**src/link_cap_pkg.sv**
```systemverilog
// package with register map, field layout and reset values of the link capabilities block
package link_cap_pkg;

    // register byte addresses (word aligned, 32-bit data)
    localparam logic [11:0] LINK_CAP_ADDR = 12'h04c;
    localparam logic [11:0] LINK_CTRL_ADDR = 12'h050;
    localparam logic [11:0] UNLOCK_ADDR = 12'h100;
    localparam logic [11:0] STATUS_ADDR = 12'h104;

    // field positions of link_capabilities
    localparam int SPEED_LSB = 0;
    localparam int WIDTH_LSB = 4;
    localparam int PSS_LSB = 10;
    localparam int L0S_LSB = 12;
    localparam int L1_LSB = 15;
    localparam int REFCLK_BIT = 18;
    localparam int SDOWN_BIT = 19;
    localparam int DLACT_BIT = 20;
    localparam int BWN_BIT = 21;
    localparam int PORT_LSB = 24;

    // link control field position of the common reference clock bit
    localparam int COMMON_REFCLK_CFG_BIT = 6;
    // unlock register bit
    localparam int UNLOCK_BIT = 0;

    // field values
    localparam logic [3:0] SPEED_GEN1 = 4'h1;
    localparam logic [3:0] SPEED_GEN2 = 4'h2;
    localparam logic [5:0] WIDTH_X1 = 6'h01;
    localparam logic [5:0] WIDTH_X2 = 6'h02;
    localparam logic [5:0] WIDTH_X4 = 6'h04;
    localparam logic [1:0] PSS_L0S_L1 = 2'h3;
    localparam logic [2:0] L0S_SEPARATE = 3'h5;
    localparam logic [2:0] L0S_COMMON = 3'h3;
    localparam logic [2:0] L1_RESET = 3'h2;
    localparam logic REFCLK_RESET = 1'b0;
    localparam logic BWN_RESET = 1'b0;
    localparam logic [7:0] PORT_MAX = 8'h07;

    // axi4-lite responses
    localparam logic [1:0] RESP_OKAY = 2'h0;
    localparam logic [1:0] RESP_SLVERR = 2'h2;

    // lockable capability fields held in flops
    typedef struct packed {
        logic bwn;
        logic dlact;
        logic sdown;
        logic refclk;
        logic [2:0] l1_lat;
        logic [5:0] width;
    } lock_fields_t;

    // status seen by software
    typedef struct packed {
        logic [5:0] width;
        logic common_clk;
        logic unlocked;
    } link_status_t;

endpackage : link_cap_pkg

```
**src/link_cap_reg.sv**
```systemverilog
// link capabilities register bank behind an axi4-lite slave
// Overview of operation
// - speed field reads 0x1, 2.5 Gbps
// - width field resets to x4, lockable writes
// - invalid width makes link run x1
// - power state support reads constant 0x3
// - l0s latency 0x5 separate, 0x3 common
// - common clock bit selects l0s latency
// - l1 exit latency defaults to 0x2
// - refclk removal bit defaults to zero
// - surprise down: downstream one, upstream zero
// - dl active report: downstream one, upstream zero
// - bandwidth notify defaults zero, upstream stays zero
// - bits 31:24 return port number 0..7
`timescale 1ns/100ps

module link_cap_reg #(
    parameter logic [7:0] PORT_NUM = 8'h00,
    parameter bit IS_UPSTREAM = 1'b0
) (
    input wire logic sys_clk_in,
    input wire logic arst_n_in,
    // axi4-lite write address
    input wire logic [11:0] s_axi_awaddr_in,
    input wire logic s_axi_awvalid_in,
    output logic s_axi_awready_out,
    // axi4-lite write data
    input wire logic [31:0] s_axi_wdata_in,
    input wire logic [3:0] s_axi_wstrb_in,
    input wire logic s_axi_wvalid_in,
    output logic s_axi_wready_out,
    // axi4-lite write response
    output logic [1:0] s_axi_bresp_out,
    output logic s_axi_bvalid_out,
    input wire logic s_axi_bready_in,
    // axi4-lite read address
    input wire logic [11:0] s_axi_araddr_in,
    input wire logic s_axi_arvalid_in,
    output logic s_axi_arready_out,
    // axi4-lite read data
    output logic [31:0] s_axi_rdata_out,
    output logic [1:0] s_axi_rresp_out,
    output logic s_axi_rvalid_out,
    input wire logic s_axi_rready_in,
    // lane count the link trainer must use
    output logic [5:0] train_width_out,
    output logic common_refclk_cfg_out
);

    initial begin
        if (PORT_NUM > link_cap_pkg::PORT_MAX) begin
            $error("port number out of range");
        end
        if (IS_UPSTREAM && PORT_NUM != 8'h00) begin
            $error("upstream port must be port 0");
        end
    end

    // surprise down and dl active reset to one downstream, zero upstream
    localparam logic DS_ONE = IS_UPSTREAM ? 1'b0 : 1'b1;

    link_cap_pkg::lock_fields_t lock_r;
    logic common_refclk_cfg_r;
    logic lockable_write_r;

    // write channel capture: address and data may arrive in either order
    logic aw_held_r;
    logic w_held_r;
    logic [11:0] awaddr_r;
    logic [31:0] wdata_r;
    logic [3:0] wstrb_r;
    logic bvalid_r;
    logic [1:0] bresp_r;
    logic rvalid_r;
    logic [31:0] rdata_r;
    logic [1:0] rresp_r;

    logic wr_fire;
    logic [31:0] cap_word;
    logic [31:0] ctrl_word;
    logic [31:0] unlock_word;
    logic [31:0] status_word;
    logic [2:0] l0s_latency;
    logic width_valid;
    link_cap_pkg::link_status_t status_s;

    assign s_axi_awready_out = !aw_held_r && !bvalid_r;
    assign s_axi_wready_out = !w_held_r && !bvalid_r;
    assign s_axi_arready_out = !rvalid_r;
    assign wr_fire = aw_held_r && w_held_r && !bvalid_r;

    always_ff @(posedge sys_clk_in or negedge arst_n_in) begin
        if (!arst_n_in) begin
            aw_held_r <= 1'b0;
            awaddr_r <= 12'h000;
        end else if (s_axi_awvalid_in && s_axi_awready_out) begin
            aw_held_r <= 1'b1;
            awaddr_r <= s_axi_awaddr_in;
        end else if (wr_fire) begin
            aw_held_r <= 1'b0;
        end
    end

    always_ff @(posedge sys_clk_in or negedge arst_n_in) begin
        if (!arst_n_in) begin
            w_held_r <= 1'b0;
            wdata_r <= 32'h0000_0000;
            wstrb_r <= 4'h0;
        end else if (s_axi_wvalid_in && s_axi_wready_out) begin
            w_held_r <= 1'b1;
            wdata_r <= s_axi_wdata_in;
            wstrb_r <= s_axi_wstrb_in;
        end else if (wr_fire) begin
            w_held_r <= 1'b0;
        end
    end

    // write response; unmapped addresses answer slverr
    always_ff @(posedge sys_clk_in or negedge arst_n_in) begin
        if (!arst_n_in) begin
            bvalid_r <= 1'b0;
            bresp_r <= link_cap_pkg::RESP_OKAY;
        end else if (wr_fire) begin
            bvalid_r <= 1'b1;
            case (awaddr_r[11:2])
                link_cap_pkg::LINK_CAP_ADDR[11:2],
                link_cap_pkg::LINK_CTRL_ADDR[11:2],
                link_cap_pkg::UNLOCK_ADDR[11:2],
                link_cap_pkg::STATUS_ADDR[11:2]: bresp_r <= link_cap_pkg::RESP_OKAY;
                default: bresp_r <= link_cap_pkg::RESP_SLVERR;
            endcase
        end else if (s_axi_bready_in) begin
            bvalid_r <= 1'b0;
        end
    end

    always_ff @(posedge sys_clk_in or negedge arst_n_in) begin
        if (!arst_n_in) begin
            lockable_write_r <= 1'b0;
        end else if (wr_fire && awaddr_r[11:2] == link_cap_pkg::UNLOCK_ADDR[11:2] && wstrb_r[0]) begin
            lockable_write_r <= wdata_r[link_cap_pkg::UNLOCK_BIT];
        end
    end

    always_ff @(posedge sys_clk_in or negedge arst_n_in) begin
        if (!arst_n_in) begin
            common_refclk_cfg_r <= 1'b0;
        end else if (wr_fire && awaddr_r[11:2] == link_cap_pkg::LINK_CTRL_ADDR[11:2] && wstrb_r[0]) begin
            common_refclk_cfg_r <= wdata_r[link_cap_pkg::COMMON_REFCLK_CFG_BIT];
        end
    end

    // lockable fields, written byte lane by byte lane only while unlocked
    always_ff @(posedge sys_clk_in or negedge arst_n_in) begin
        if (!arst_n_in) begin
            lock_r.width <= link_cap_pkg::WIDTH_X4;
            lock_r.l1_lat <= link_cap_pkg::L1_RESET;
            lock_r.refclk <= link_cap_pkg::REFCLK_RESET;
            lock_r.sdown <= DS_ONE;
            lock_r.dlact <= DS_ONE;
            lock_r.bwn <= link_cap_pkg::BWN_RESET;
        end else if (wr_fire && lockable_write_r
                     && awaddr_r[11:2] == link_cap_pkg::LINK_CAP_ADDR[11:2]) begin
            if (wstrb_r[0]) begin
                lock_r.width[3:0] <= wdata_r[7:4];
            end
            if (wstrb_r[1]) begin
                lock_r.width[5:4] <= wdata_r[9:8];
                lock_r.l1_lat[0] <= wdata_r[link_cap_pkg::L1_LSB];
            end
            if (wstrb_r[2]) begin
                lock_r.l1_lat[2:1] <= wdata_r[17:16];
                lock_r.refclk <= wdata_r[link_cap_pkg::REFCLK_BIT];
                // upstream keeps downstream-only capabilities at zero
                lock_r.sdown <= wdata_r[link_cap_pkg::SDOWN_BIT] & DS_ONE;
                lock_r.dlact <= wdata_r[link_cap_pkg::DLACT_BIT] & DS_ONE;
                lock_r.bwn <= wdata_r[link_cap_pkg::BWN_BIT] & DS_ONE;
            end
        end
    end

    // l0s latency tracks the clocking mode, so it is not stored
    assign l0s_latency = common_refclk_cfg_r ? link_cap_pkg::L0S_COMMON
                                             : link_cap_pkg::L0S_SEPARATE;

    always_comb begin
        cap_word = 32'h0000_0000; // reserved 23:22 stay zero
        cap_word[link_cap_pkg::SPEED_LSB +: 4] = link_cap_pkg::SPEED_GEN1;
        cap_word[link_cap_pkg::WIDTH_LSB +: 6] = lock_r.width;
        cap_word[link_cap_pkg::PSS_LSB +: 2] = link_cap_pkg::PSS_L0S_L1;
        cap_word[link_cap_pkg::L0S_LSB +: 3] = l0s_latency;
        cap_word[link_cap_pkg::L1_LSB +: 3] = lock_r.l1_lat;
        cap_word[link_cap_pkg::REFCLK_BIT] = lock_r.refclk;
        cap_word[link_cap_pkg::SDOWN_BIT] = lock_r.sdown;
        cap_word[link_cap_pkg::DLACT_BIT] = lock_r.dlact;
        cap_word[link_cap_pkg::BWN_BIT] = lock_r.bwn;
        cap_word[link_cap_pkg::PORT_LSB +: 8] = PORT_NUM;
    end

    // only x1, x2 and x4 exist on this port; anything else trains as x1
    always_comb begin
        case (lock_r.width)
            link_cap_pkg::WIDTH_X1,
            link_cap_pkg::WIDTH_X2,
            link_cap_pkg::WIDTH_X4: width_valid = 1'b1;
            default: width_valid = 1'b0;
        endcase
    end

    always_ff @(posedge sys_clk_in or negedge arst_n_in) begin
        if (!arst_n_in) begin
            train_width_out <= link_cap_pkg::WIDTH_X4;
        end else begin
            train_width_out <= width_valid ? lock_r.width : link_cap_pkg::WIDTH_X1;
        end
    end

    assign common_refclk_cfg_out = common_refclk_cfg_r;

    assign status_s.width = train_width_out;
    assign status_s.common_clk = common_refclk_cfg_r;
    assign status_s.unlocked = lockable_write_r;
    assign ctrl_word = {25'h0, common_refclk_cfg_r, 6'h00};
    assign unlock_word = {31'h0, lockable_write_r};
    assign status_word = {24'h0, status_s};

    always_ff @(posedge sys_clk_in or negedge arst_n_in) begin
        if (!arst_n_in) begin
            rvalid_r <= 1'b0;
            rdata_r <= 32'h0000_0000;
            rresp_r <= link_cap_pkg::RESP_OKAY;
        end else if (s_axi_arvalid_in && s_axi_arready_out) begin
            rvalid_r <= 1'b1;
            rresp_r <= link_cap_pkg::RESP_OKAY;
            case (s_axi_araddr_in[11:2])
                link_cap_pkg::LINK_CAP_ADDR[11:2]: rdata_r <= cap_word;
                link_cap_pkg::LINK_CTRL_ADDR[11:2]: rdata_r <= ctrl_word;
                link_cap_pkg::UNLOCK_ADDR[11:2]: rdata_r <= unlock_word;
                link_cap_pkg::STATUS_ADDR[11:2]: rdata_r <= status_word;
                default: begin
                    rdata_r <= 32'h0000_0000;
                    rresp_r <= link_cap_pkg::RESP_SLVERR;
                end
            endcase
        end else if (s_axi_rready_in) begin
            rvalid_r <= 1'b0;
        end
    end

    assign s_axi_bvalid_out = bvalid_r;
    assign s_axi_bresp_out = bresp_r;
    assign s_axi_rvalid_out = rvalid_r;
    assign s_axi_rdata_out = rdata_r;
    assign s_axi_rresp_out = rresp_r;

endmodule : link_cap_reg

```
**config.mk**
```make
export PLATFORM = sky130hd
export DESIGN_NAME = link_cap_reg
export DESIGN_NICKNAME = d
export VERILOG_FILES = /design/src/link_cap_pkg.sv /design/src/link_cap_reg.sv
export SDC_FILE = /design/constraint.sdc
export NUM_CORES = 1
export LEC_CHECK = 0
export BUFFER_PORTS_ARGS = -buffer_cell sky130_fd_sc_hd__buf_2
export CORE_ASPECT_RATIO = 1.2
export CORE_MARGIN = 3
export CORE_UTILIZATION = 30
export CTS_CLUSTER_SIZE = 14
export DETAILED_ROUTE_END_ITERATION = 12
export PLACE_DENSITY = 0.55
export SLEW_MARGIN = 5
export SYNTH_ARGS = -nofsm -noshare
export SYNTH_HDL_FRONTEND = slang
export SYNTH_SLANG_ARGS = --single-unit
```
**constraint.sdc**
```tcl
create_clock -name sys_clk_in -period 2.2 [get_ports sys_clk_in]
set_input_delay 0.22 -clock sys_clk_in [delete_from_list [all_inputs] [get_ports sys_clk_in]]
set_output_delay 0.22 -clock sys_clk_in [all_outputs]
set_load 0.05 [all_outputs]
```
Yosys cells after proc, flatten, opt, wreduce, memory -nomap -nowiden
Index checks and enable logic that the tools add are counted.
{"block": "totals", "elab_cells": 72, "out_inout_bits": 48, "register_bits": 98, "input_bits": 67}
{"block": "classes", "n_reduce_logical": 27, "eq_ne": 11, "n_mux": 13}
{"cell": "$pmux 22 s4", "n": 1}
{"cell": "$eq 10x5->1 const B", "n": 4}
{"cell": "$eq 10x7->1 const B", "n": 4}
{"cell": "$logic_and 1x1->1", "n": 13}
{"cell": "$mux 1", "n": 8}
{"cell": "$reduce_bool 2->1", "n": 4}
{"cell": "$reduce_or 4->1", "n": 2}
{"cell": "$eq 6x1->1 const B", "n": 1}
{"cell": "$eq 6x2->1 const B", "n": 1}
{"cell": "$eq 6x3->1 const B", "n": 1}
{"cell": "$mux 6", "n": 1}
{"cell": "$reduce_and 2->1", "n": 3}
{"cell": "$logic_not 1->1", "n": 4}
{"cell": "$mux 2", "n": 2}
{"cell": "$mux 3", "n": 1}
{"cell": "$reduce_or 3->1", "n": 1}

Longest topological paths before layout
{"block": "logic_depth", "word_depth": 5, "mapped_depth": 5, "ltp_nobuf": 4}

Worst setup path after synthesis
OpenSTA, ideal clock, no wires.
{"block": "synth_path", "kind": "register to register", "from": "register bvalid_r (netlist: s_axi_bvalid_out)", "to": "register wdata_r[15]", "setup_ns": 0.125, "synth_period_minus_slack_ns": 2.584, "stages_incl_launch_ff": 6, "setup_slack_ns": -0.384, "path_buffers": 2, "arrival_time_ns": 2.459, "cell_sequence": "dfrtp_1 nor2_1 and2_1 clkbuf_1 buf_2 mux2_2"}
{"block": "synth_via", "elab_chain_cells": 3}
{"element": "start: declaration", "line": "link_cap_reg.sv:72", "source": "logic bvalid_r;"}
{"element": "start signal: assignment", "line": "link_cap_reg.sv:121", "source": "bvalid_r <= 1'b0;"}
{"element": "start signal: assignment", "line": "link_cap_reg.sv:124", "source": "bvalid_r <= 1'b1;"}
{"element": "start signal: assignment", "line": "link_cap_reg.sv:133", "source": "bvalid_r <= 1'b0;"}
{"element": "$logic_not 1->1", "line": "link_cap_reg.sv:88", "source": "assign s_axi_wready_out = !w_held_r && !bvalid_r;"}
{"element": "$logic_and 1x1->1", "line": "link_cap_reg.sv:88"}
{"element": "net s_axi_wready_out", "line": "link_cap_reg.sv:31", "source": "output logic s_axi_wready_out,"}
{"element": "$logic_and 1x1->1", "line": "link_cap_reg.sv:109", "source": "end else if (s_axi_wvalid_in && s_axi_wready_out) begin"}
{"element": "end signal: assignment", "line": "link_cap_reg.sv:111", "source": "wdata_r <= s_axi_wdata_in;"}
{"element": "end: declaration", "line": "link_cap_reg.sv:70", "source": "logic [31:0] wdata_r;"}
The timed path passes the listed nets, and every way through them passes these cells.
A chain may end at the register's enable or synchronous reset.

Final worst setup path
{"block": "layout_path", "from": "register awaddr_r[7]", "to": "register lock_r, in the netlist cap_word[17]"}
{"block": "layout_via", "elab_chain_cells": 3}
{"element": "start: declaration", "line": "link_cap_reg.sv:69", "source": "logic [11:0] awaddr_r;"}
{"element": "start signal: assignment", "line": "link_cap_reg.sv:98", "source": "awaddr_r <= s_axi_awaddr_in;"}
{"element": "$eq 10x5->1", "line": "link_cap_reg.sv:163", "source": "&& awaddr_r[11:2] == link_cap_pkg::LINK_CAP_ADDR[11:2]) begin"}
{"element": "$logic_and 1x1->1", "line": "link_cap_reg.sv:163"}
{"element": "$reduce_and 2->1 (no line)"}
{"element": "end: declaration", "line": "link_cap_reg.sv:62", "source": "link_cap_pkg::lock_fields_t lock_r;"}
Every way passes these cells.

==> flow_metrics.tcl <==
set metrics [dict create \
    worst_slew_pin_slew_ns 0.903 \
    globalplace.congestion 0.793 \
    wl_per_cell_um 14.1 \
    clockPowerShare 0.339 \
    grt_pass1_vias 2264 \
    dp_slack_ns 0.260 \
    cts-resized-gates 0 \
    synth_mux_area_frac 0.147 \
    reg2reg_from "awaddr_r[7]$_DFFE_PN0P_" \
    status "finished, final reports clean" \
    grt_use_total 0.119 \
    worstPathCellList "or4_4 -> nor3_4 -> nand4_2 -> mux2_2" \
    max_slew_margin 0.398 \
    max-vdd-ir-drop_uv 549 \
    grt_max_degree 75 \
    syn-cell-area_sq_um 3130 \
    synth_seq_cells 74 \
    rrSetupSlack_ns 0.25 \
    synth_xor_area_frac 0.00280 \
    switching_power_mw 1.20 \
    ys_seq_area_frac 0.593 \
    drt-vias-per-instance 4.58 \
    crit_end "cap_word[17]$_DFFE_PN0P_" \
    ys_async_sr_fraction 1.00 \
    dpl.hpwl_mm 4.85 \
    synthAdderAreaFrac 0 \
    n_fill_cell 1014 \
    finalCritPeriodShare 0.884 \
    syn_to_final_growth_pct 25.5 \
    diodes 0 \
    hold_violations 0 \
    r2r_cells 4 \
    clock_skew_ns 0.00837 \
    critPathArrivalTime_ns 2.15 \
    finalSetupTns_ns 0 \
    clk_pin_slew_ns 0.06 \
    syn_avg_cell_area_sq_um 12.3 \
    drt_pass1_iterations 4 \
    cap_viol_max_count 0 \
    totalWireLength_mm 6.64 \
    rsz0062_at_grt "false" \
    critPathLaunch "awaddr_r[7]$_DFFE_PN0P_" \
    final_common_cell "buf_2" \
    core_sq_um 10100 \
    postCtsSetupRepairBufs 0 \
    htreeDepth 3 \
    die_area_sq_um 11700 \
    cp_data_required_time_ns 2.41 \
    p_comb_frac 0.211 \
    cpMaxStageDelayCell "or4_4" \
    num_io_pins 115 \
    critPathCaptureType "flop" \
    cts-buffers-inserted 9 \
    finalCriticalPeriod_ns 1.95 \
    drive_gt1_frac 0.442 \
    final_net_count 408 \
    grt_first_pass_wirelength_mm 11.1 \
    slew_viol_final 0 \
    fp.dieW_um 99.3 \
    antenna_found_initial 0 \
    cts_root_buf "clkbuf_16" \
    yosysWarningCount 0 \
    pwr-share-seq 0.450 \
    drt_iter0_drc 54 \
    clkLatencyLatePin_ns 0.33 \
    crit_fanout 6 \
    syn_inst 254 \
    fin_area_sq_um 3930 \
    final_cell_mix "buf_2, dfrtp_1, mux2_2" \
    die_height_um 118 \
    crit_type "reg -> reg" \
    synth-main-ff-cell "dfrtp_1" \
    rows 40 \
    drcViolationCount 0 \
    leakage_nw 1.96 \
    port_buffers 79 \
    floorplan.initialDensity 0.310 \
    p_sw_frac 0.290 \
    vias 2163 \
    powerDensity_nw_per_um2 1050 \
    hold_buffers 0 \
    placed_cell_area_sq_um 3650 \
    globalRoute.totalOverflow 0 \
    synth_edf_count 0 \
    final_antenna_net_count 0 \
    p_int_mw 2.93 \
    cts_tree "built" \
    synth_cell_types 42 \
    synth_top_family_by_area "simple AND/OR/NAND/NOR gates" \
    slowest_delay_ns 0.55 \
    synth-compound-area-share 0.0475 \
    hp-class "in -> async" \
    finalSetupViolCount 0 \
    cp-start-kind "flop" \
    setup_ws_ns 0.254 \
    synthSimpleGateAreaFrac 0.159 \
    clock-sinks 74 \
    clock_path_buffers 2 \
    timing.rr.end "cap_word[17]$_DFFE_PN0P_" \
    fmax_mhz 514 \
]
## per-stage QoR
stage	std cells	power [mW]	util	hold slack, ns
floorplan	268	2.53	-	-0.0756
global placement	456	2.74	0.361	0.404
detailed placement	456	2.77	0.361	0.424
CTS	472	4.19	0.389	0.0728
global route	472	4.37	0.389	0.0946
finish	472	4.13	0.389	0.0310
## how the worst min path moves through the flow
stage,from,to
floorplan,arst_n_in,aw_held_r$_DFFE_PN0P_
global placement,s_axi_bready_in,s_axi_bvalid_out$_DFFE_PN0P_
detailed placement,arst_n_in,awaddr_r[11]$_DFFE_PN0P_
CTS,arst_n_in,awaddr_r[11]$_DFFE_PN0P_
global route,s_axi_bready_in,s_axi_bvalid_out$_DFFE_PN0P_
finish,arst_n_in,awaddr_r[10]$_DFFE_PN0P_
## worst max-delay path: cells and delay by family (launching register included)
family | cells | cell delay [ns]
AND/OR/NAND/NOR | 3 | 1.09
flip-flops | 1 | 0.38
multiplexers | 1 | 0.35
## metal layers
| layer | vias up | share of wire | GRT usage |
|---|---|---|---|
| li1 | 1033 | - | - |
| met1 | 1064 | 0.43 | 0.150 |
| met2 | 60 | 0.50 | 0.196 |
| met3 | 6 | 0.060 | 0.0356 |
| met4 | 0 | 0.0092 | 0.0384 |
| met5 | - | 0 | 0 |
## registers in the layout (all words and copies together) (netlist names)
signal                 cells
awaddr_r                  10
s_axi_bresp_out            1
s_axi_rresp_out            1
aw_held_r                  1
s_axi_bvalid_out           1
wdata_r                   14
cap_word                  13
w_held_r                   1
lockable_write_r           1
wstrb_r                    3
s_axi_rvalid_out           1
common_refclk_cfg_out      1
s_axi_rdata_out           20
train_width_out            6
## logic make-up (layout without fill, tap and decap cells)
kind of cell | count (synthesis) | count (layout)
AOI/OAI and AO/OA | 24 | 24
buffers and inverters | 26 | 104
xor gates and xnor gates | 1 | 1
muxes | 41 | 41
DFF | 74 | 74
and+or+nand+nor | 87 | 87
other | 1 | 15
## cells in the mapped netlist, types with 2 or more instances
cell type	count	area share
nor2_1	4	0.0048
nand2_1	34	0.041
nand2b_1	3	0.0060
nand3_1	14	0.022
o31ai_1	2	0.0048
a22oi_1	3	0.0072
a21oi_1	4	0.0064
inv_1	4	0.0048
o21a_1	2	0.0048
dfstp_2	5	0.042
buf_4	15	0.036
mux2_2	41	0.15
o21ai_0	9	0.014
nand4_1	3	0.0060
clkbuf_1	5	0.0060
nor2b_1	6	0.012
or4_1	2	0.0048
dfrtp_1	69	0.55
and4b_1	2	0.0064
nor3b_1	4	0.0096
nand3b_1	2	0.0048
## power groups by stage
stage | logic [mW] | registers (mW) | clock network, mW
floorplan | 0.652 | 1.88 | 0
global placement | 0.864 | 1.87 | 0
detailed placement | 0.884 | 1.89 | 0
CTS | 0.886 | 1.86 | 1.44
global route | 0.960 | 1.91 | 1.50
finish | 0.869 | 1.86 | 1.40
## layout make-up
cell class | count | area [sq um] | share of cell area
clock buffers | 10 | 229 | 0.0582
clock inverters | 6 | 57.6 | 0.0146
inverters | 4 | 15.0 | 0.00382
multi-input cells | 168 | 1180 | 0.300
flip-flops and latches | 74 | 1860 | 0.472
well taps | 126 | 158 | 0.0401
repair buffers | 84 | 435 | 0.111
No activity file was read; power rests on OpenSTA's default activity.
